**src/swrs_pkg.sv**
```systemverilog
/*
 Package for the sweep timing and run/stop controller: register map,
 field positions, reset values, timing counts and carrier types.
 Assumes a 250 MHz controller clock.
*/
package swrs_pkg;
   localparam int unsigned CLK_MHZ = 250;
   localparam int unsigned CYC_PER_MS = CLK_MHZ * 1000;
   localparam int unsigned SWEEP_MIN_MS = 5;
   localparam int unsigned SWEEP_MAX_MS = 500;
   localparam int unsigned MARGIN_MS = 10;
   localparam int unsigned BLINK_MS = 5000;
   localparam int unsigned HOLD_MS = 500;
   localparam int unsigned BLINK_CYC = BLINK_MS * CYC_PER_MS;
   localparam int unsigned HOLD_CYC = HOLD_MS * CYC_PER_MS;
   localparam int unsigned BLINK_HALF_CYC = HOLD_CYC / 2;

   localparam logic [3:0] ADR_CTRL = 4'h0;
   localparam logic [3:0] ADR_SWEEP = 4'h4;
   localparam logic [3:0] ADR_STATUS = 4'h8;
   localparam logic [3:0] ADR_CMD = 4'hC;

   localparam int CTRL_CONST = 0;
   localparam int CTRL_STOPIO = 1;
   localparam int CTRL_FLASH = 2;
   localparam int CTRL_SWRUN = 3;
   localparam int CTRL_SWMP = 4;
   localparam int CTRL_CFGWE = 5;
   localparam logic [5:0] CTRL_RESET = 6'h08;
   localparam logic [8:0] SWEEP_RESET = 9'h064;

   localparam int CMD_SWEEP_DONE = 0;
   localparam int CMD_STOP_REQ = 1;
   localparam int CMD_RUN_REQ = 2;
   localparam int CMD_FATAL = 3;
   localparam int CMD_NONFATAL = 4;
   localparam int CMD_CLEAR = 5;
   localparam int CMD_STORE = 6;
   localparam int CMD_STOP_SW = 7;

   typedef enum logic [1:0] {
      SWRS_RUN, SWRS_STOP_NOIO, SWRS_STOP_IO, SWRS_STOP_FAULT
   } swrs_mode_type;

   typedef struct packed {
      logic cyc;
      logic stb;
      logic we;
      logic [3:0] sel;
      logic [3:0] adr;
      logic [31:0] dat;
   } swrs_wb_req_type;
endpackage : swrs_pkg
```
**src/swrs_ctrl.sv**
```systemverilog
/*
 Sweep timing and run/stop controller with a classic Wishbone slave.
 Assumes the run/stop switch pin is asynchronous to mclk_i and that the
 sweep sequencer reports the end of each sweep by a command write.
*/
// Local design decisions: the register offsets and the Wishbone slave port.
`timescale 1ns/10ps
// Summary of operation
// - Constant sweep mode holds each sweep to a 5 to 500 ms timer.
// - On timer expiry the sweep still runs all its remaining phases.
// - The sweep after an overrun logs an oversweep fault entry.
// - The second sweep after an overrun sets the oversweep contact.
// - The contact clears once a sweep no longer overruns.
// - The contact clears whenever constant sweep mode is off.
// - Default sweep mode edits only in stop, effective after store.
// - Stop runs no logic; a setting picks I/O scanned or not.
// - Communications, fault polling, reconfiguration go on in stop.
// - Program stop request stops after next sweep, outputs default, logs.
// - Powerup loads from RAM, or from flash when configured.
// - Reset: switch run/stop enabled, switch memory protection off.
// - Non-fatal faults only: switch to Run enters Run, faults kept.
// - Fatal stop-fault: switch to Run blinks the run LED 5 s.
// - Run half s, Stop half s, Run in window clears faults, runs.
// - Window missed: LED off, stop-fault kept, faults kept.
// - Switch enabled and at Stop: no transition to Run.
// - Switch Run to Stop enters I/O or no-I/O stop per setting.
// - Switch memory protection blocks writes and forcing; here it blocks ctrl writes and store, not sweep time writes.
module swrs_ctrl
   import swrs_pkg::*;
(
   input wire logic mclk_i,
   input wire logic resetn_i,
   input wire logic wb_cyc_i,
   input wire logic wb_stb_i,
   input wire logic wb_we_i,
   input wire logic [3:0] wb_sel_i,
   input wire logic [3:0] wb_adr_i,
   input wire logic [31:0] wb_dat_i,
   output logic [31:0] wb_dat_o,
   output logic wb_ack_o,
   input wire logic run_switch_i,
   output logic oversweep_contact_o,
   output logic logic_exec_o,
   output logic io_scan_o,
   output logic comms_en_o,
   output logic outputs_default_o,
   output logic load_flash_o,
   output logic mem_protect_o,
   output logic run_led_o,
   output logic fault_log_o,
   output logic [1:0] fault_code_o
);
   swrs_wb_req_type req;
   logic [5:0] ctrl;
   logic [5:0] active;
   logic [8:0] sweep_ms;
   swrs_mode_type mode;
   logic sw_meta, sw_sync, sw_prev;
   logic fatal, nonfatal;
   logic [31:0] sweep_cnt;
   logic [8:0] sweep_ms_cnt;
   logic overrun, pend_log, pend_contact, stop_pend;
   logic [31:0] blink_cnt, hold_cnt;
   logic [1:0] clr_step;
   logic blink_on;
   logic [31:0] half_cnt;
   logic blink_phase;
   logic prog_stopped;
   logic [1:0] sw_settle;

   assign req = '{cyc: wb_cyc_i, stb: wb_stb_i, we: wb_we_i,
                  sel: wb_sel_i, adr: wb_adr_i, dat: wb_dat_i};

   wire access = req.cyc && req.stb && !wb_ack_o;
   wire wr = access && req.we && req.sel[0];
   wire wr_ctrl = wr && req.adr == ADR_CTRL;
   wire wr_sweep = wr && req.adr == ADR_SWEEP;
   wire wr_cmd = wr && req.adr == ADR_CMD;
   wire stopped = mode != SWRS_RUN;
   wire cfg_ok = stopped && !mem_protect_o;
   wire sw_enabled = active[CTRL_SWRUN];
   wire sweep_done = wr_cmd && req.dat[CMD_SWEEP_DONE];
   wire store = wr_cmd && req.dat[CMD_STORE] && cfg_ok;
   wire const_on = active[CTRL_CONST];
   // Millisecond tick from the clock; sweep time is kept in whole ms
   wire tick_ms = sweep_cnt == CYC_PER_MS - 1;
   wire expired = const_on && sweep_ms_cnt >= sweep_ms;
   // Edges count only once both sync stages and the delay stage hold the pin
   wire sw_ready = sw_settle == 2'h3;
   wire sw_rise = sw_ready && sw_sync && !sw_prev;
   wire sw_fall = sw_ready && !sw_sync && sw_prev;
   wire run_block = sw_enabled && !sw_sync;
   wire sw_run_try = sw_enabled && sw_rise;
   wire run_plain = !fatal && mode != SWRS_STOP_FAULT;
   wire sw_run_ok = sw_run_try && run_plain;
   wire sw_blink_go = sw_run_try && !run_plain && !blink_on;
   wire half_done = hold_cnt >= HOLD_CYC;
   wire clr_done = blink_on && clr_step == 2'h1 && sw_rise && half_done;
   wire sw_req_run = wr_cmd && req.dat[CMD_RUN_REQ] && run_plain;
   wire to_run = (sw_run_ok || sw_req_run) && !run_block;
   wire to_stop_sw = sw_enabled && sw_fall && mode == SWRS_RUN;
   wire sw_stop_req = wr_cmd && req.dat[CMD_STOP_SW];
   wire [8:0] sweep_wdat = req.dat[8:0];
   wire sweep_valid = sweep_wdat >= 9'(SWEEP_MIN_MS) &&
                      sweep_wdat <= 9'(SWEEP_MAX_MS);
   swrs_mode_type stop_mode;
   assign stop_mode = active[CTRL_STOPIO] ? SWRS_STOP_IO : SWRS_STOP_NOIO;
   // A program stop parks the outputs even where stop keeps I/O scanned
   wire hold_default = prog_stopped && stopped;

   // Unmapped offsets read as zero but are still acknowledged
   logic [31:0] rd_data;
   always_comb begin
      rd_data = 32'h0;
      case (req.adr)
         ADR_CTRL: rd_data = {20'h0, active, ctrl};
         ADR_SWEEP: rd_data = {23'h0, sweep_ms};
         ADR_STATUS: rd_data = {23'h0, fatal,
                               nonfatal, oversweep_contact_o, sw_sync,
                               blink_on, stop_pend, mem_protect_o,
                               2'(mode)};
         default: rd_data = 32'h0;
      endcase
   end

   // Ack masks the access for one cycle, so a held request is taken again every second cycle
   always_ff @(posedge mclk_i or negedge resetn_i) begin
      if (!resetn_i) begin
         wb_ack_o <= 1'b0;
         wb_dat_o <= 32'h0;
      end else begin
         wb_ack_o <= access;
         wb_dat_o <= access ? rd_data : 32'h0;
      end
   end

   // Two stages for the asynchronous switch; only the second is read
   always_ff @(posedge mclk_i or negedge resetn_i) begin
      if (!resetn_i) begin
         sw_meta <= 1'b0;
         sw_sync <= 1'b0;
         sw_prev <= 1'b0;
      end else begin
         sw_meta <= run_switch_i;
         sw_sync <= sw_meta;
         sw_prev <= sw_sync;
      end
   end

   // A switch held at Run through reset must not look like a fresh move
   always_ff @(posedge mclk_i or negedge resetn_i) begin
      if (!resetn_i) begin
         sw_settle <= 2'h0;
      end else if (sw_settle != 2'h3) begin
         sw_settle <= sw_settle + 2'h1;
      end
   end

   // Edited ctrl copy is staged; only a store makes it active, and only in stop; sweep time is written directly in any mode
   always_ff @(posedge mclk_i or negedge resetn_i) begin
      if (!resetn_i) begin
         ctrl <= CTRL_RESET;
         active <= CTRL_RESET;
         sweep_ms <= SWEEP_RESET;
      end else begin
         if (wr_ctrl && cfg_ok)
            ctrl <= req.dat[5:0];
         if (store)
            active <= ctrl;
         if (wr_sweep && sweep_valid)
            sweep_ms <= sweep_wdat;
      end
   end

   // Sweep timer: counts whole ms from each sweep start
   always_ff @(posedge mclk_i or negedge resetn_i) begin
      if (!resetn_i) begin
         sweep_cnt <= 32'h0;
         sweep_ms_cnt <= 9'h0;
         overrun <= 1'b0;
      end else if (sweep_done) begin
         sweep_cnt <= 32'h0;
         sweep_ms_cnt <= 9'h0;
         overrun <= 1'b0;
      end else begin
         sweep_cnt <= tick_ms ? 32'h0 : sweep_cnt + 32'h1;
         // Saturates so a stalled sequencer cannot wrap the count
         if (tick_ms && sweep_ms_cnt != 9'h1FF)
            sweep_ms_cnt <= sweep_ms_cnt + 9'h1;
         // Expiry only flags; the sweep runs on to its end
         if (expired)
            overrun <= 1'b1;
      end
   end

   // Overrun pipeline across sweep boundaries
   // The log follows an overrun by one sweep end, the contact by two
   always_ff @(posedge mclk_i or negedge resetn_i) begin
      if (!resetn_i) begin
         pend_log <= 1'b0;
         pend_contact <= 1'b0;
         oversweep_contact_o <= 1'b0;
      end else if (!const_on) begin
         pend_log <= 1'b0;
         pend_contact <= 1'b0;
         oversweep_contact_o <= 1'b0;
      end else if (sweep_done) begin
         pend_log <= overrun || expired;
         pend_contact <= pend_log;
         if (pend_contact)
            oversweep_contact_o <= 1'b1;
         else if (!(overrun || expired) && !pend_log)
            oversweep_contact_o <= 1'b0;
      end
   end

   // Fault flags: a set command wins over a clear in the same cycle
   always_ff @(posedge mclk_i or negedge resetn_i) begin
      if (!resetn_i) begin
         fatal <= 1'b0;
         nonfatal <= 1'b0;
      end else begin
         if (wr_cmd && req.dat[CMD_FATAL])
            fatal <= 1'b1;
         else if (clr_done || (wr_cmd && req.dat[CMD_CLEAR]))
            fatal <= 1'b0;
         if (wr_cmd && req.dat[CMD_NONFATAL])
            nonfatal <= 1'b1;
         else if (clr_done || (wr_cmd && req.dat[CMD_CLEAR]))
            nonfatal <= 1'b0;
      end
   end

   // Fault log strobe, one cycle
   always_ff @(posedge mclk_i or negedge resetn_i) begin
      if (!resetn_i) begin
         fault_log_o <= 1'b0;
         fault_code_o <= 2'h0;
      end else begin
         fault_log_o <= 1'b0;
         if (sweep_done && const_on && pend_log) begin
            fault_log_o <= 1'b1;
            fault_code_o <= 2'h1;
         end else if (sweep_done && stop_pend) begin
            fault_log_o <= 1'b1;
            fault_code_o <= 2'h2;
         end
      end
   end

   // Mode machine
   // A program stop waits for the end of the sweep in progress
   always_ff @(posedge mclk_i or negedge resetn_i) begin
      if (!resetn_i) begin
         mode <= SWRS_STOP_NOIO;
         stop_pend <= 1'b0;
         prog_stopped <= 1'b0;
      end else begin
         if (wr_cmd && req.dat[CMD_STOP_REQ] && mode == SWRS_RUN)
            stop_pend <= 1'b1;
         case (mode)
            SWRS_RUN: begin
               prog_stopped <= 1'b0;
               if (run_block || to_stop_sw)
                  mode <= stop_mode;
               else if (stop_pend && sweep_done) begin
                  mode <= stop_mode;
                  stop_pend <= 1'b0;
                  prog_stopped <= 1'b1;
               end else if (wr_cmd && req.dat[CMD_FATAL])
                  mode <= SWRS_STOP_FAULT;
               else if (sw_stop_req)
                  mode <= stop_mode;
            end
            SWRS_STOP_NOIO, SWRS_STOP_IO: begin
               // A request left over from Run must not stop a later run
               stop_pend <= 1'b0;
               if (wr_cmd && req.dat[CMD_FATAL])
                  mode <= SWRS_STOP_FAULT;
               else if (to_run)
                  mode <= SWRS_RUN;
               else
                  mode <= stop_mode;
            end
            SWRS_STOP_FAULT: begin
               stop_pend <= 1'b0;
               if (clr_done && !run_block)
                  mode <= SWRS_RUN;
               else if (wr_cmd && req.dat[CMD_CLEAR])
                  mode <= stop_mode;
            end
            default: mode <= SWRS_STOP_NOIO;
         endcase
      end
   end

   // Fault-clear window: Run hold, Stop hold, back to Run
   // Holds count from the last switch edge; a short hold starts over
   always_ff @(posedge mclk_i or negedge resetn_i) begin
      if (!resetn_i) begin
         blink_on <= 1'b0;
         blink_cnt <= 32'h0;
         hold_cnt <= 32'h0;
         clr_step <= 2'h0;
      end else if (sw_blink_go) begin
         blink_on <= 1'b1;
         blink_cnt <= 32'h0;
         hold_cnt <= 32'h0;
         clr_step <= 2'h0;
      end else if (blink_on) begin
         blink_cnt <= blink_cnt + 32'h1;
         if (clr_done || blink_cnt >= BLINK_CYC - 1)
            blink_on <= 1'b0;
         if (sw_rise || sw_fall)
            hold_cnt <= 32'h0;
         else if (!half_done)
            hold_cnt <= hold_cnt + 32'h1;
         case (clr_step)
            2'h0: if (sw_fall && half_done) clr_step <= 2'h1;
            2'h1: if (sw_rise && half_done) clr_step <= 2'h2;
            default: clr_step <= clr_step;
         endcase
         if (sw_fall && !half_done)
            clr_step <= 2'h0;
         if (clr_step == 2'h1 && sw_rise && !half_done)
            clr_step <= 2'h0;
      end
   end

   // Blink phase starts lit so the LED answers the switch at once
   always_ff @(posedge mclk_i or negedge resetn_i) begin
      if (!resetn_i) begin
         half_cnt <= 32'h0;
         blink_phase <= 1'b0;
      end else if (!blink_on) begin
         half_cnt <= 32'h0;
         blink_phase <= 1'b1;
      end else if (half_cnt >= BLINK_HALF_CYC - 1) begin
         half_cnt <= 32'h0;
         blink_phase <= !blink_phase;
      end else begin
         half_cnt <= half_cnt + 32'h1;
      end
   end

   // Outputs registered
   always_ff @(posedge mclk_i or negedge resetn_i) begin
      if (!resetn_i) begin
         logic_exec_o <= 1'b0;
         io_scan_o <= 1'b0;
         comms_en_o <= 1'b0;
         outputs_default_o <= 1'b1;
         load_flash_o <= 1'b0;
         mem_protect_o <= 1'b0;
         run_led_o <= 1'b0;
      end else begin
         logic_exec_o <= mode == SWRS_RUN;
         io_scan_o <= (mode == SWRS_RUN || mode == SWRS_STOP_IO) &&
            !hold_default;
         // Comms never stop: programmer and module service run in every mode
         comms_en_o <= 1'b1;
         outputs_default_o <= (mode != SWRS_RUN && mode != SWRS_STOP_IO) ||
            hold_default;
         load_flash_o <= active[CTRL_FLASH];
         // Protection follows the switch: Stop locks ctrl writes and store, Run frees them
         mem_protect_o <= active[CTRL_SWMP] && !sw_sync;
         run_led_o <= blink_on ? blink_phase : mode == SWRS_RUN;
      end
   end
endmodule : swrs_ctrl

```
**config.mk**
```make
export PLATFORM = sky130hd
export DESIGN_NAME = swrs_ctrl
export DESIGN_NICKNAME = d
export VERILOG_FILES = /design/src/swrs_pkg.sv /design/src/swrs_ctrl.sv
export SDC_FILE = /design/constraint.sdc
export NUM_CORES = 1
export LEC_CHECK = 0
export BUFFER_PORTS_ARGS = -buffer_cell sky130_fd_sc_hd__buf_2
export CORE_UTILIZATION = 64
export CTS_CLUSTER_SIZE = 25
export DETAILED_ROUTE_END_ITERATION = 10
export PLACE_DENSITY_LB_ADDON = 0.25
export SYNTH_ARGS = -nofsm -noshare
export SYNTH_HDL_FRONTEND = slang
export SYNTH_SLANG_ARGS = --single-unit
```
**constraint.sdc**
```tcl
create_clock -name mclk_i -period 3.94 [get_ports mclk_i]
set_input_delay 0.197 -clock mclk_i [delete_from_list [all_inputs] [get_ports mclk_i]]
set_output_delay 0.197 -clock mclk_i [all_outputs]
set_load 0.005 [all_outputs]
```
# Word-level counts from Yosys, hierarchy flattened
# Cells that the tools add are included.
# Widths: inputs -> output; s select.
[totals]
reg_bits = 220
inputBits = 46
elab_cells = 219
[classes]
add_sub_neg = 6
magnitude_cmp = 6
eq_ne = 21
n_mux = 59
n_reduce_logical = 92
[ops]
columns = ["operator", "count"]
rows = [
  ["$mux 32", 11],
  ["$add 32x1->32 const B", 4],
  ["$logic_and 1x1->1", 54],
  ["$pmux 12 s3", 1],
  ["$mux 2", 17],
  ["$eq 32x18->1 const B", 1],
  ["$ge 32x26->1 const B", 1],
  ["$ge 32x27->1 const B", 1],
  ["$ge 32x31->1 const B", 1],
  ["$mux 1", 25],
  ["$mux 9", 2],
  ["$reduce_bool 2->1", 7],
  ["$logic_not 1->1", 13],
  ["$ne 5x4->1 const B", 2],
  ["$add 9x1->9 const B", 1],
  ["$ge 9x3->1 const B", 1],
  ["$ge 9x9->1", 1],
  ["$le 9x9->1 const B", 1],
  ["$ne 9x9->1 const B", 1],
  ["$eq 4x4->1 const B", 2],
  ["$logic_or 1x1->1", 8],
  ["$eq 2x2->1 const B", 3],
  ["$ne 2x2->1 const B", 3],
  ["$pmux 2 s3", 1],
  ["other kinds (17)", 22],
]

# Depth between registers and ports, before layout
# Gate-level depths: netlist of the first run.
[logic_depth]
word_depth = 12
mapped_depth = 9

# Least setup slack after synthesis of the first run
# Ideal clock, no wire load.
[synth_path]
path_kind = "register -> register"
start = "reg sweep_ms_cnt[0]"
end = "reg sweep_ms_cnt[7]"
arrival_ns = 2.112
required_time_ns = 3.808
path_slack_ns = 1.696
stages_incl_launch_ff = 10
path_buffers = 0
period_less_slack_ns = 2.244
path_cell_list = "dfrtp_1 -> ha_1 -> nand2_1 -> nor2_1 -> and3_1 -> ha_1 -> or4_1 -> nor4_1 -> xnor2_1 -> nor2_1"
[synth_via]
elab_chain_cells = 3
word_cells_on_any_way = 6
[synth_lines]
columns = ["element", "line_no", "text"]
rows = [
  ["start: declaration", "swrs_ctrl.sv:61", "logic [8:0] sweep_ms_cnt;"],
  ["start signal: assignment", "swrs_ctrl.sv:189", "sweep_ms_cnt <= sweep_ms_cnt + 9'h1;"],
  ["$add 9x1->9 / $ne 9x9->1 (equally long branches)", "swrs_ctrl.sv:189, swrs_ctrl.sv:188", ""],
  ["$mux 9 / $logic_and 1x1->1 (equally long branches)", "swrs_ctrl.sv:188", "if (tick_ms && sweep_ms_cnt != 9'h1FF)"],
  ["$mux 9 / $reduce_bool 2->1 (equally long branches)", "-", ""],
]
# Several ways; a longest one is shown, not always the timed one. The select of a mux whose other input is x is not followed.
# A chain may end at the register's enable or synchronous reset.

# Worst setup path in the final report of the first run
[layout_path]
start = "reg sw_settle[0]"
end = "reg hold_cnt[22]"
[layout_via]
elab_chain_cells = 8
word_cells_on_any_way = 15
[layout_lines]
columns = ["element", "line_no", "text"]
rows = [
  ["start: declaration", "swrs_ctrl.sv:69", "logic [1:0] sw_settle;"],
  ["start signal: assignment", "swrs_ctrl.sv:155", "sw_settle <= sw_settle + 2'h1;"],
  ["$eq 2x2->1 *", "swrs_ctrl.sv:89", "wire sw_ready = sw_settle == 2'h3;"],
  ["$logic_and 1x1->1 (2 in series)", "swrs_ctrl.sv:90", "wire sw_rise = sw_ready && sw_sync && !sw_prev;"],
  ["$logic_and 1x1->1", "swrs_ctrl.sv:93", "wire sw_run_try = sw_enabled && sw_rise;"],
  ["$logic_and 1x1->1 (2 in series)", "swrs_ctrl.sv:96", "wire sw_blink_go = sw_run_try && !run_plain && !blink_on;"],
  ["$ne 3x2->1 (no line) / $reduce_bool 2->1 (equally long branches)", "-", ""],
  ["$reduce_and 2->1 (no line)", "-", ""],
  ["end signal: assignment", "swrs_ctrl.sv:317", "hold_cnt <= hold_cnt + 32'h1;"],
  ["end: declaration", "swrs_ctrl.sv:63", "logic [31:0] blink_cnt, hold_cnt;"],
]
# Mark *: on every way between the ends. The rest lies on a longest branch, timed or not. The select of a mux whose other input is x is not followed.

==> results of run 1 <==
## cells in the final DEF (no fill, tap or decap), types with 3 or more instances in the layout
master	count
buf_4	4
and2_1	17
buf_2	42
dfstp_2	7
o311ai_0	3
a31oi_1	6
xor2_1	37
nor4_1	13
nand3_1	56
mux2i_1	24
or3_1	12
nand4_1	23
nor4b_1	4
xnor2_1	31
inv_1	32
nor2b_1	6
and4_1	8
inv_6	6
or4_1	7
o31ai_1	14
nor3_1	14
mux2_2	21
ha_1	21
a32o_1	3
clkbuf_1	3
a21oi_1	44
and3_1	33
nand2b_1	6
conb_1	27
o21a_1	4
nand2_1	96
nor2_1	122
dfrtp_1	193
clkbuf_16	17
o211ai_1	9
a211oi_1	3
o21ai_0	44
## power by group
part | total (W) | switching, W | internal, W
Sequential | 0.00222 | 0.0000782 | 0.00214
Clock | 0.00169 | 0.000788 | 0.000903
Combinational | 0.000386 | 0.000232 | 0.000154
Total | 0.00430 | 0.00110 | 0.00320
## Yosys cell counts (all sizes together), types with 23 or more instances
library cell and instances:
buf 28, inv 32, o21ai 46, xnor2 31, xor2 37, and3 33, a21oi 45, nor2 122
dfrtp 193, nand4 23, mux2i 24, nand2 96, nand3 56
## layer usage
metal / vias up / track usage (%) / wire length, µm
met2: 146 / 41.7 / 9300
met4: 0 / 10.1 / 348
met3: 28 / 4.39 / 706
li1: 3589 / - / -
met5: - / 0 / 0
met1: 3638 / 35.5 / 8980
## cell families (layout without fill, tap and decap cells)
| kind of cell | count (synthesis) | after routing |
|---|---|---|
| AND/OR/NAND/NOR | 434 | 434 |
| flip-flops | 200 | 200 |
| AO/OA/AOI/OAI | 155 | 155 |
| other | 2 | 27 |
| adder cells (fa/ha/maj) | 21 | 21 |
| buffers and inverters | 83 | 115 |
| multiplexers | 45 | 45 |
| XOR/XNOR | 68 | 68 |
## area by class of cell
type	count	area, µm²	area share [%]
tap	188	235	2.17
sequential	200	5010	46.2
inverter	33	124	1.14
timing repair buffer	50	294	2.71
clock inverter	11	115	1.06
clock buffer	21	450	4.15
multi-input combinational	750	4620	42.5
## worst max-delay path: stages (launching register included)
cell	delay [ps]
dfrtp_1	370
ha_1	300
and4b_1	310
a21oi_1	160
nor3_4	370
nand4_1	440
or3_1	490
a21oi_1	140
## stage by stage
| step | std cells | worst slack (ps) | hold WS (ps) | instance area, µm² |
|---|---|---|---|---|
| after floorplan | 1033 | 1700 | -98.6 | 10000 |
| after global placement | 1219 | 1420 | 307 | 10300 |
| after detailed placement | 1219 | 1360 | 307 | 10300 |
| after CTS | 1253 | 1320 | 33.6 | 10800 |
| after global routing | 1253 | 988 | 47.9 | 10800 |
| final | 1253 | 1280 | 43.5 | 10800 |
## worst max-delay path by stage
stage,start,endpoint,slack [ps],cells past startpoint
floorplan,sweep_ms_cnt[0],sweep_ms_cnt[7],1700,9
global placement,sw_settle[0],hold_cnt[22],1420,7
detailed placement,sw_settle[0],hold_cnt[22],1360,7
CTS,sw_settle[0],hold_cnt[22],1320,7
global route,sw_settle[0],hold_cnt[22],990,7
finish,sw_settle[0],hold_cnt[22],1280,7
## registers in the layout (all words and copies together) (netlist names), 6 cells and up
name          cells
ctrl              6
hold_cnt         32
wb_dat_o         12
half_cnt         32
blink_cnt        32
active            6
sweep_ms          9
sweep_ms_cnt      9
sweep_cnt        32
## repair_timing
item | in CTS | in global routing
hold buffers | 2 | 0
hold endpoints to repair | 115 | 0
resized for setup | 0 | 0
==> metrics.yaml, run 1 <==
run_status:
  run_status: "finished, final reports clean"
routing:
  drt-initial-drc-count: 522
  drcViolationCount: 0
  ant_nets: 0
  post_drt_via_cell_ratio: 5.91
  wl_mm: 19.3
  drt_pass1_iterations: 5
  wl_per_cell_um: 15.4
  vias: 7401
synth:
  synth.mux.area_fraction_pct: 4.81
  synth_top_family_by_area: "simple AND/OR/NAND/NOR gates"
  ys_top_cells_by_area: "dfrtp_1 (49%), nor2_1 (4.6%), nand2_1 (3.6%)"
  ys_warn_count: 0
  synth_compound_area_share_pct: 9.76
  synth.yosys.seq_area_share_pct: 50.5
  syn_area_um2: 9920
  yosys.area_share.xor_xnor_pct: 6.00
  async_reset_ff_share_pct: 100
  synth_cells: 1008
  synthFlopType: "dfrtp_1"
  ys_ff_latch: 200
  synth_edf_count: 0
  synthSimpleGateAreaFrac_pct: 22.2
  yosysTopAreaCell: "dfrtp_1"
  synth_top_area_share_pct: 48.7
  synthAdderAreaFrac_pct: 2.65
  synth.distinct_cells: 67
  avgSynthCellArea_um2: 9.84
worst_setup_path:
  worstSetupEndpointType: "flop"
  cp.required_ps: 4310
  crit_path_start_kind: "flop"
  regToRegSetupSlack_ps: 1280
  criticalPathCategory: "flop to flop"
  crit_arrival_ps: 3030
  crit_path_max_fanout: 11
  r2r_cells: 7
  crit-reg2reg-launch: "sw_settle[0]"
  reg2reg_to: "hold_cnt[22]"
sta:
  rsz0062_at_grt: "false"
  period_share_pct: 67.5
  slew_violations: 0
  finalSetupViolCount: 0
  fin_setup_tns_ps: 0
  relSlewSlack_pct: 36.4
  worst_pin_slew_ps: 952
  layout_min_cycle_time_ps: 2660
  hold_violations: 0
  skew_ps: 10.8
  timing.fmax_ghz: 0.376
job:
  drv_cap: 0
grt:
  grt_overflow: 0
  antenna_found_initial: 0
  grt_first_pass_wirelength_mm: 33.0
  grt_max_degree: 123
  grt_usage_pct: 25.9
  grt_pass1_vias: 7007
place:
  portBuffers: 43
  dp_hpwl_mm: 12.7
  gp_congestion: 0.825
clock_tree:
  cts_tree: "yes"
  htree_levels: 4
  insertion_delay_ps: 450
  cts_buffer_depth: 2
  cts.clk_slew.worst_paths_ps: 70
  postCtsSetupBuffers: 0
  cts_sinks: 200
  cts_root_buffer: "clkbuf_16"
  cts_buffers: 17
worst_hold_path:
  hp-class: "input pin to flop"
  hold_depth: 2
  hold_end: "nonfatal"
  hp-start: "wb_dat_i[4]"
die:
  pin_count: 90
  core_um2: 15100
  die_area_um2: 16000
  die_w_um: 126
  die_y_um: 126
  start_util_pct: 65.5
  std_cell_rows: 45
pwr:
  ir_worst_vdd_uv: 446
  p_total_w: 0.00430
  power_density_nw_per_um2: 396
  leakage_nw: 4.87
final_layout:
  final_core_util_pct: 71.6
  nFillCells: 1120
  final_nets: 1119
  drive_above_1_share_pct: 11.1
  antennaDiodeCount: 0
  syn_to_final_growth_pct: 9.37
(Power assumes the default switching activity.)
==> inputs of run 2 (changes only) <==
--- a/config.mk
+++ b/config.mk
@@ -6,7 +6,7 @@
 export NUM_CORES = 1
 export LEC_CHECK = 0
 export BUFFER_PORTS_ARGS = -buffer_cell sky130_fd_sc_hd__buf_2
-export CORE_UTILIZATION = 64
+export CORE_UTILIZATION = 54
 export CTS_CLUSTER_SIZE = 25
 export DETAILED_ROUTE_END_ITERATION = 10
 export PLACE_DENSITY_LB_ADDON = 0.25
==> constraint.sdc (replaced) <==
create_clock -name mclk_i -period 2.3 [get_ports mclk_i]
set_input_delay 0.115 -clock mclk_i [delete_from_list [all_inputs] [get_ports mclk_i]]
set_output_delay 0.115 -clock mclk_i [all_outputs]
set_load 0.005 [all_outputs]
==> metrics.yaml, run 2 (synthesis results as in run 1) <==
final_layout:
  syn_to_final_growth_pct: 17.1
  drive_above_1_share_pct: 16.6  # +5.5 points
  layout_common_cells: "dfrtp_1 (193), nor2_1 (122), nand2_1 (96)"
  final_nets: 1181  # +5.5%
  antennaDiodeCount: 0  # unchanged
  final_core_util_pct: 64.6  # -7.0 points
  final_common_cell: "dfrtp_1"
  design_area_um2: 11600  # +7.0%
clock_tree:
  cts_buffer_depth: 2  # unchanged
  cts_buffers: 17  # unchanged
  insertion_delay_ps: 440  # about the same
  cts_sinks: 200  # unchanged
  cts_tree: "yes"
  htree_levels: 4  # unchanged
  cts_root_buffer: "clkbuf_16"
  cts.clk_slew.worst_paths_ps: 80  # about the same
pwr:
  ir_worst_vdd_uv: 479  # +7.4%
  power_density_nw_per_um2: 668  # +69%
  leakage_nw: 5.23  # +7.3%
place:
  gp_congestion: 0.834  # +1.0%
  portBuffers: 43  # unchanged
  placed_area_um2: 10700  # +4.4%
  dp_hpwl_mm: 14.2  # +12%
worst_setup_path:
  crit_arrival_ps: 2580  # -450 ps
  crit_chain: "ha_2 -> or2_4 -> a21oi_2 -> nor3_4 -> buf_6 -> nand4_1 -> buf_6 -> or3_1 -> a21oi_1"
  crit_path_start_kind: "flop"
  max_stage_delay_ps: 550  # +60 ps
  crit_path_max_fanout: 6  # -5
  slowest_stage: "dfstp_2"
  worstSetupEndpointType: "flop"
  cp.required_ps: 2660  # -1650 ps
  crit_top_cell: "buf_6"
  criticalPathCategory: "flop to flop"
grt:
  grt_overflow: 0  # unchanged
  grt_usage_pct: 23.8  # -2.1 points
  grt_max_degree: 69  # -44%
  antenna_found_initial: 0  # unchanged
  grt_first_pass_wirelength_mm: 35.2  # +6.7%
  grt_pass1_vias: 7429  # +6.0%
sta:
  skew_ps: 11.9  # +1.10 ps
  finalSetupViolCount: 0  # unchanged
  fin_setup_tns_ps: 0  # unchanged
  relSlewSlack_pct: 54.0  # +18 points
  rsz0062_at_grt: "true"
  hold_violations: 0  # unchanged
  period_share_pct: 96.7  # +29 points
  timing.fmax_ghz: 0.450  # +20%
  worst_pin_slew_ps: 689  # -264 ps
  layout_min_cycle_time_ps: 2220  # -435 ps
  slew_violations: 0  # unchanged
job:
  drv_cap: 0  # unchanged
routing:
  wl_per_cell_um: 15.2  # -1.2%
  drcViolationCount: 0  # unchanged
  wl_mm: 20.7  # +6.9%
  vias: 7562  # +2.2%
  drt_pass1_iterations: 5  # unchanged
  post_drt_via_cell_ratio: 5.58  # -5.6%
  drt-initial-drc-count: 497  # -4.8%
  ant_nets: 0  # unchanged
die:
  std_cell_rows: 49  # +8.9%
  die_area_um2: 18900  # +18%
  die_y_um: 138  # +8.7%
  die_w_um: 138  # +8.7%
  core_um2: 18000  # +19%
  pin_count: 90  # unchanged
  start_util_pct: 55.2  # -10 points
worst_hold_path:
  hp-class: "input pin to flop"
run_status:
  run_status: "finished, final reports clean"
-- run 2: cell types whose count changed in the layout (fill, tap and decap cells not counted), sizes merged --
cell	previous run	this run
buf	47	100
clkbuf	22	18
clkinvlp	2	0
dlygate4sd3	2	11
clkinv	3	6
inv	38	41
-- run 2: routing by layer --
| metal | share of wire, % | wire, µm | track usage [%] |
|---|---|---|---|
| met1 | 46 | 9480 | 31.8 |
| met2 | 49 | 10200 | 39.5 |
| met3 | 3.3 | 683 | 4.42 |
| met4 | 1.6 | 325 | 6.90 |
| met5 | 0 | 0 | 0 |
-- run 2: area by class of cell --
type                            count  area, µm²
Clock buffer                       17        425
Clock inverter                     15        216
Fill cell                        1423       6350
Tap cell                          229        287
Multi-Input combinational cell    750       4700
Inverter                           33        124
Timing Repair Buffer              112        850
Sequential cell                   200       5010
-- run 2: what timing repair did --
item,4_1_cts,5_1_grt
setup endpoints to repair,2,41
hold endpoints to repair,75,0
pin swaps,0,5
hold buffers,11,0
gates cloned,0,1
setup buffers,0,5
gates resized for setup,1,20
-- run 2: path summary, 6_finish.rpt --
| check | from | to | slack, ps | cells after the start |
|---|---|---|---|---|
| hold reg to reg | sw_meta | sw_sync | 380 | 0 |
| setup / recovery | mode[0] | hold_cnt[22] | 80 | 9 |
| setup reg to reg | mode[0] | hold_cnt[22] | 80 | 9 |
| max in group asynchronous | resetn_i | outputs_default_o | 1350 | 3 |
| hold / removal | wb_stb_i | wb_ack_o | 20 | 2 |
| min in group asynchronous | resetn_i | hold_cnt[4] | 260 | 2 |
-- run 2: power breakdown --
part	switching [W]	internal (W)
clock	0.00156	0.00162
sequential	0.000124	0.00367
combinational	0.000445	0.000338
-- run 2: through the flow --
stage	worst slack [ps]	hold WS [ps]	total power, W	instances
finish	76.4	20.1	0.00775	1356
global route	-46.5	33.0	0.00807	1356
CTS	3.85	4.65	0.00780	1350
detailed placement	-44.0	161	0.00460	1307
global placement	34.0	158	0.00457	1307
floorplan	56.5	-181	0.00429	1033
-- run 2: critical path: cells and delay by family, from the launching register on --
kind,cells,cell delay [ps]
DFF,1,550
AOI/OAI and AO/OA,2,220
and+or+nand+nor,4,840
adders and majority gates,1,210
buffers and inverters,2,320
==> inputs of run 3 (changes only) <==
--- a/config.mk
+++ b/config.mk
@@ -6,10 +6,13 @@
 export NUM_CORES = 1
 export LEC_CHECK = 0
 export BUFFER_PORTS_ARGS = -buffer_cell sky130_fd_sc_hd__buf_2
-export CORE_UTILIZATION = 54
+export CELL_PAD_IN_SITES_DETAIL_PLACEMENT = 2
+export CELL_PAD_IN_SITES_GLOBAL_PLACEMENT = 2
+export CORE_UTILIZATION = 35
 export CTS_CLUSTER_SIZE = 25
 export DETAILED_ROUTE_END_ITERATION = 10
 export PLACE_DENSITY_LB_ADDON = 0.25
+export SETUP_SLACK_MARGIN = 0.2
 export SYNTH_ARGS = -nofsm -noshare
 export SYNTH_HDL_FRONTEND = slang
 export SYNTH_SLANG_ARGS = --single-unit
==> metrics.yaml, run 3 (synthesis results as in run 1) <==
worst_setup_path:
  reg2reg_to: "hold_cnt[23]"
  cp.required_ps: 2670  # about the same
  crit_chain: "ha_2 -> and4b_2 -> a21oi_4 -> nor3_4 -> a21oi_2 -> buf_6 -> or4_4 -> a21oi_2"
  crit_cells: 8  # -1
  regToRegSetupSlack_ps: 180  # +100 ps
  worstSetupEndpointType: "flop"
  slowest_stage: "or4_4"
  crit_path_max_fanout: 5  # -1
  endpoint: "hold_cnt[23]"
  r2r_cells: 8  # -1
  criticalPathCategory: "flop to flop"
  startpoint: "sw_settle[1]"
  crit_arrival_ps: 2490  # -90 ps
  crit-reg2reg-launch: "sw_settle[1]"
  max_stage_delay_ps: 480  # -70 ps
  crit_path_start_kind: "flop"
  worst-path-buf-inv: 1  # -1
  critPathTopFamily: "simple AND/OR/NAND/NOR gates"
  crit_top_cell: "a21oi_2"
clock_tree:
  insertion_delay_ps: 450  # about the same
  cts.clk_slew.worst_paths_ps: 80  # about the same
  htree_levels: 4  # unchanged
  cts_sinks: 200  # unchanged
  cts_buffer_depth: 2  # unchanged
  cts_tree: "yes"
  cts_root_buffer: "clkbuf_16"
  cts_buffers: 17  # unchanged
place:
  placed_cells: 1470  # +12%
  gp_congestion: 0.755  # -9.5%
  dp_hpwl_mm: 19.6  # +38%
  portBuffers: 43  # unchanged
grt:
  grt_pass1_vias: 8962  # +21%
  grt_max_degree: 57  # -17%
  grt_overflow: 0  # unchanged
  grt_first_pass_wirelength_mm: 47.1  # +34%
  grt_usage_pct: 20.7  # -3.1 points
  antenna_found_initial: 0  # unchanged
routing:
  wl_per_cell_um: 18.4  # +20%
  drcViolationCount: 0  # unchanged
  drt_pass1_iterations: 4  # -1
  wl_mm: 28.4  # +38%
  drt-initial-drc-count: 256  # -48%
  ant_nets: 0  # unchanged
  vias: 8072  # +6.7%
  post_drt_via_cell_ratio: 5.21  # -6.6%
sta:
  rsz0062_at_grt: "true"
  period_share_pct: 92.2  # -4.5 points
  relSlewSlack_pct: 61.6  # +7.6 points
  worst_pin_slew_ps: 575  # -113 ps
  layout_min_cycle_time_ps: 2120  # -104 ps
  fin_setup_tns_ps: 0  # unchanged
  timing.fmax_ghz: 0.472  # +4.9%
  hold_violations: 0  # unchanged
  slew_violations: 0  # unchanged
  skew_ps: 16.2  # +4.28 ps
  finalSetupViolCount: 0  # unchanged
pwr:
  leakage_nw: 5.44  # +4.1%
  ir_worst_vdd_uv: 530  # +11%
  power_density_nw_per_um2: 631  # -5.5%
final_layout:
  final_common_cell: "dfrtp_1"
  syn_to_final_growth_pct: 24.5
  final_cells: 1549  # +14%
  antennaDiodeCount: 0  # unchanged
  final_nets: 1225  # +3.7%
  layout_common_cells: "dfrtp_1 (183), nor2_1 (120), nand2_1 (95)"
  drive_above_1_share_pct: 24.7  # +8.1 points
die:
  start_util_pct: 35.6  # -20 points
  std_cell_rows: 61  # +24%
  die_y_um: 170  # +24%
  pin_count: 90  # unchanged
  die_w_um: 170  # +24%
  core_um2: 27900  # +55%
  die_area_um2: 29000  # +53%
job:
  drv_cap: 0  # unchanged
worst_hold_path:
  hold_depth: 2  # unchanged
  hp-class: "input pin to flop"
run_status:
  run_status: "finished, final reports clean"
run 3: changes by cell type in the layout (fill, tap and decap cells not counted), sizes merged:
cell and change:
dlygate4sd3 -2, bufinv -1, clkinvlp +1, clkinv +5
buf +46, inv -5
run 3: report_power, final:
part           leakage, nW  internal [W]  switching (W)
clock                0.293       0.00148        0.00163
sequential            2.63       0.00367       0.000138
combinational         2.53      0.000366       0.000510
run 3: cell type report:
type	count	area (µm²)
multi-input cells	750	4960
well taps	378	473
clock inverters	15	186
clock buffers	17	425
flip-flops and latches	200	5030
inverters	33	124
repair buffers	156	1150
fillers	2946	15500
run 3: through the flow:
| stage | utilization [%] | area (µm²) | setup slack [ps] | hold WS (ps) | total power [W] |
|---|---|---|---|---|---|
| CTS | 43.1 | 12000 | 170 | 0.640 | 0.00787 |
| detailed placement | 39.6 | 11000 | -35.3 | 140 | 0.00467 |
| global placement | 39.6 | 11000 | 97.3 | 142 | 0.00462 |
| global route | 44.3 | 12300 | 91.5 | 11.2 | 0.00812 |
| finish | 44.3 | 12300 | 180 | 19.8 | 0.00779 |
| floorplan | - | 10000 | 202 | -181 | 0.00430 |
run 3: timing repair:
item | 4_1_cts | 5_1_grt
gates cloned | 0 | 1
endpoints found under the hold margin | 64 | 0
gates resized for setup | 30 | 58
setup endpoints to repair | 53 | 72
pin swaps | 9 | 23
hold buffers | 9 | 0
setup buffers | 23 | 14
run 3: per-layer routing:
layer  GRT usage [%]  vias to the layer above  share of wire [%]
met4            5.64                        0                1.2
met5               0                        -                  0
met1            25.6                     4174                 45
met2            37.2                       76                 52
met3            3.05                       27                1.9
li1                -                     3795                  -
run 3: how the worst min path moves through the flow:
stage	startpoint	end	slack, ps
floorplan	resetn_i	active[0]	-180
global placement	resetn_i	hold_cnt[18]	140
detailed placement	resetn_i	hold_cnt[18]	140
CTS	wb_dat_i[2]	ctrl[2]	0.6
global route	wb_dat_i[2]	ctrl[2]	10
finish	wb_stb_i	wb_ack_o	20
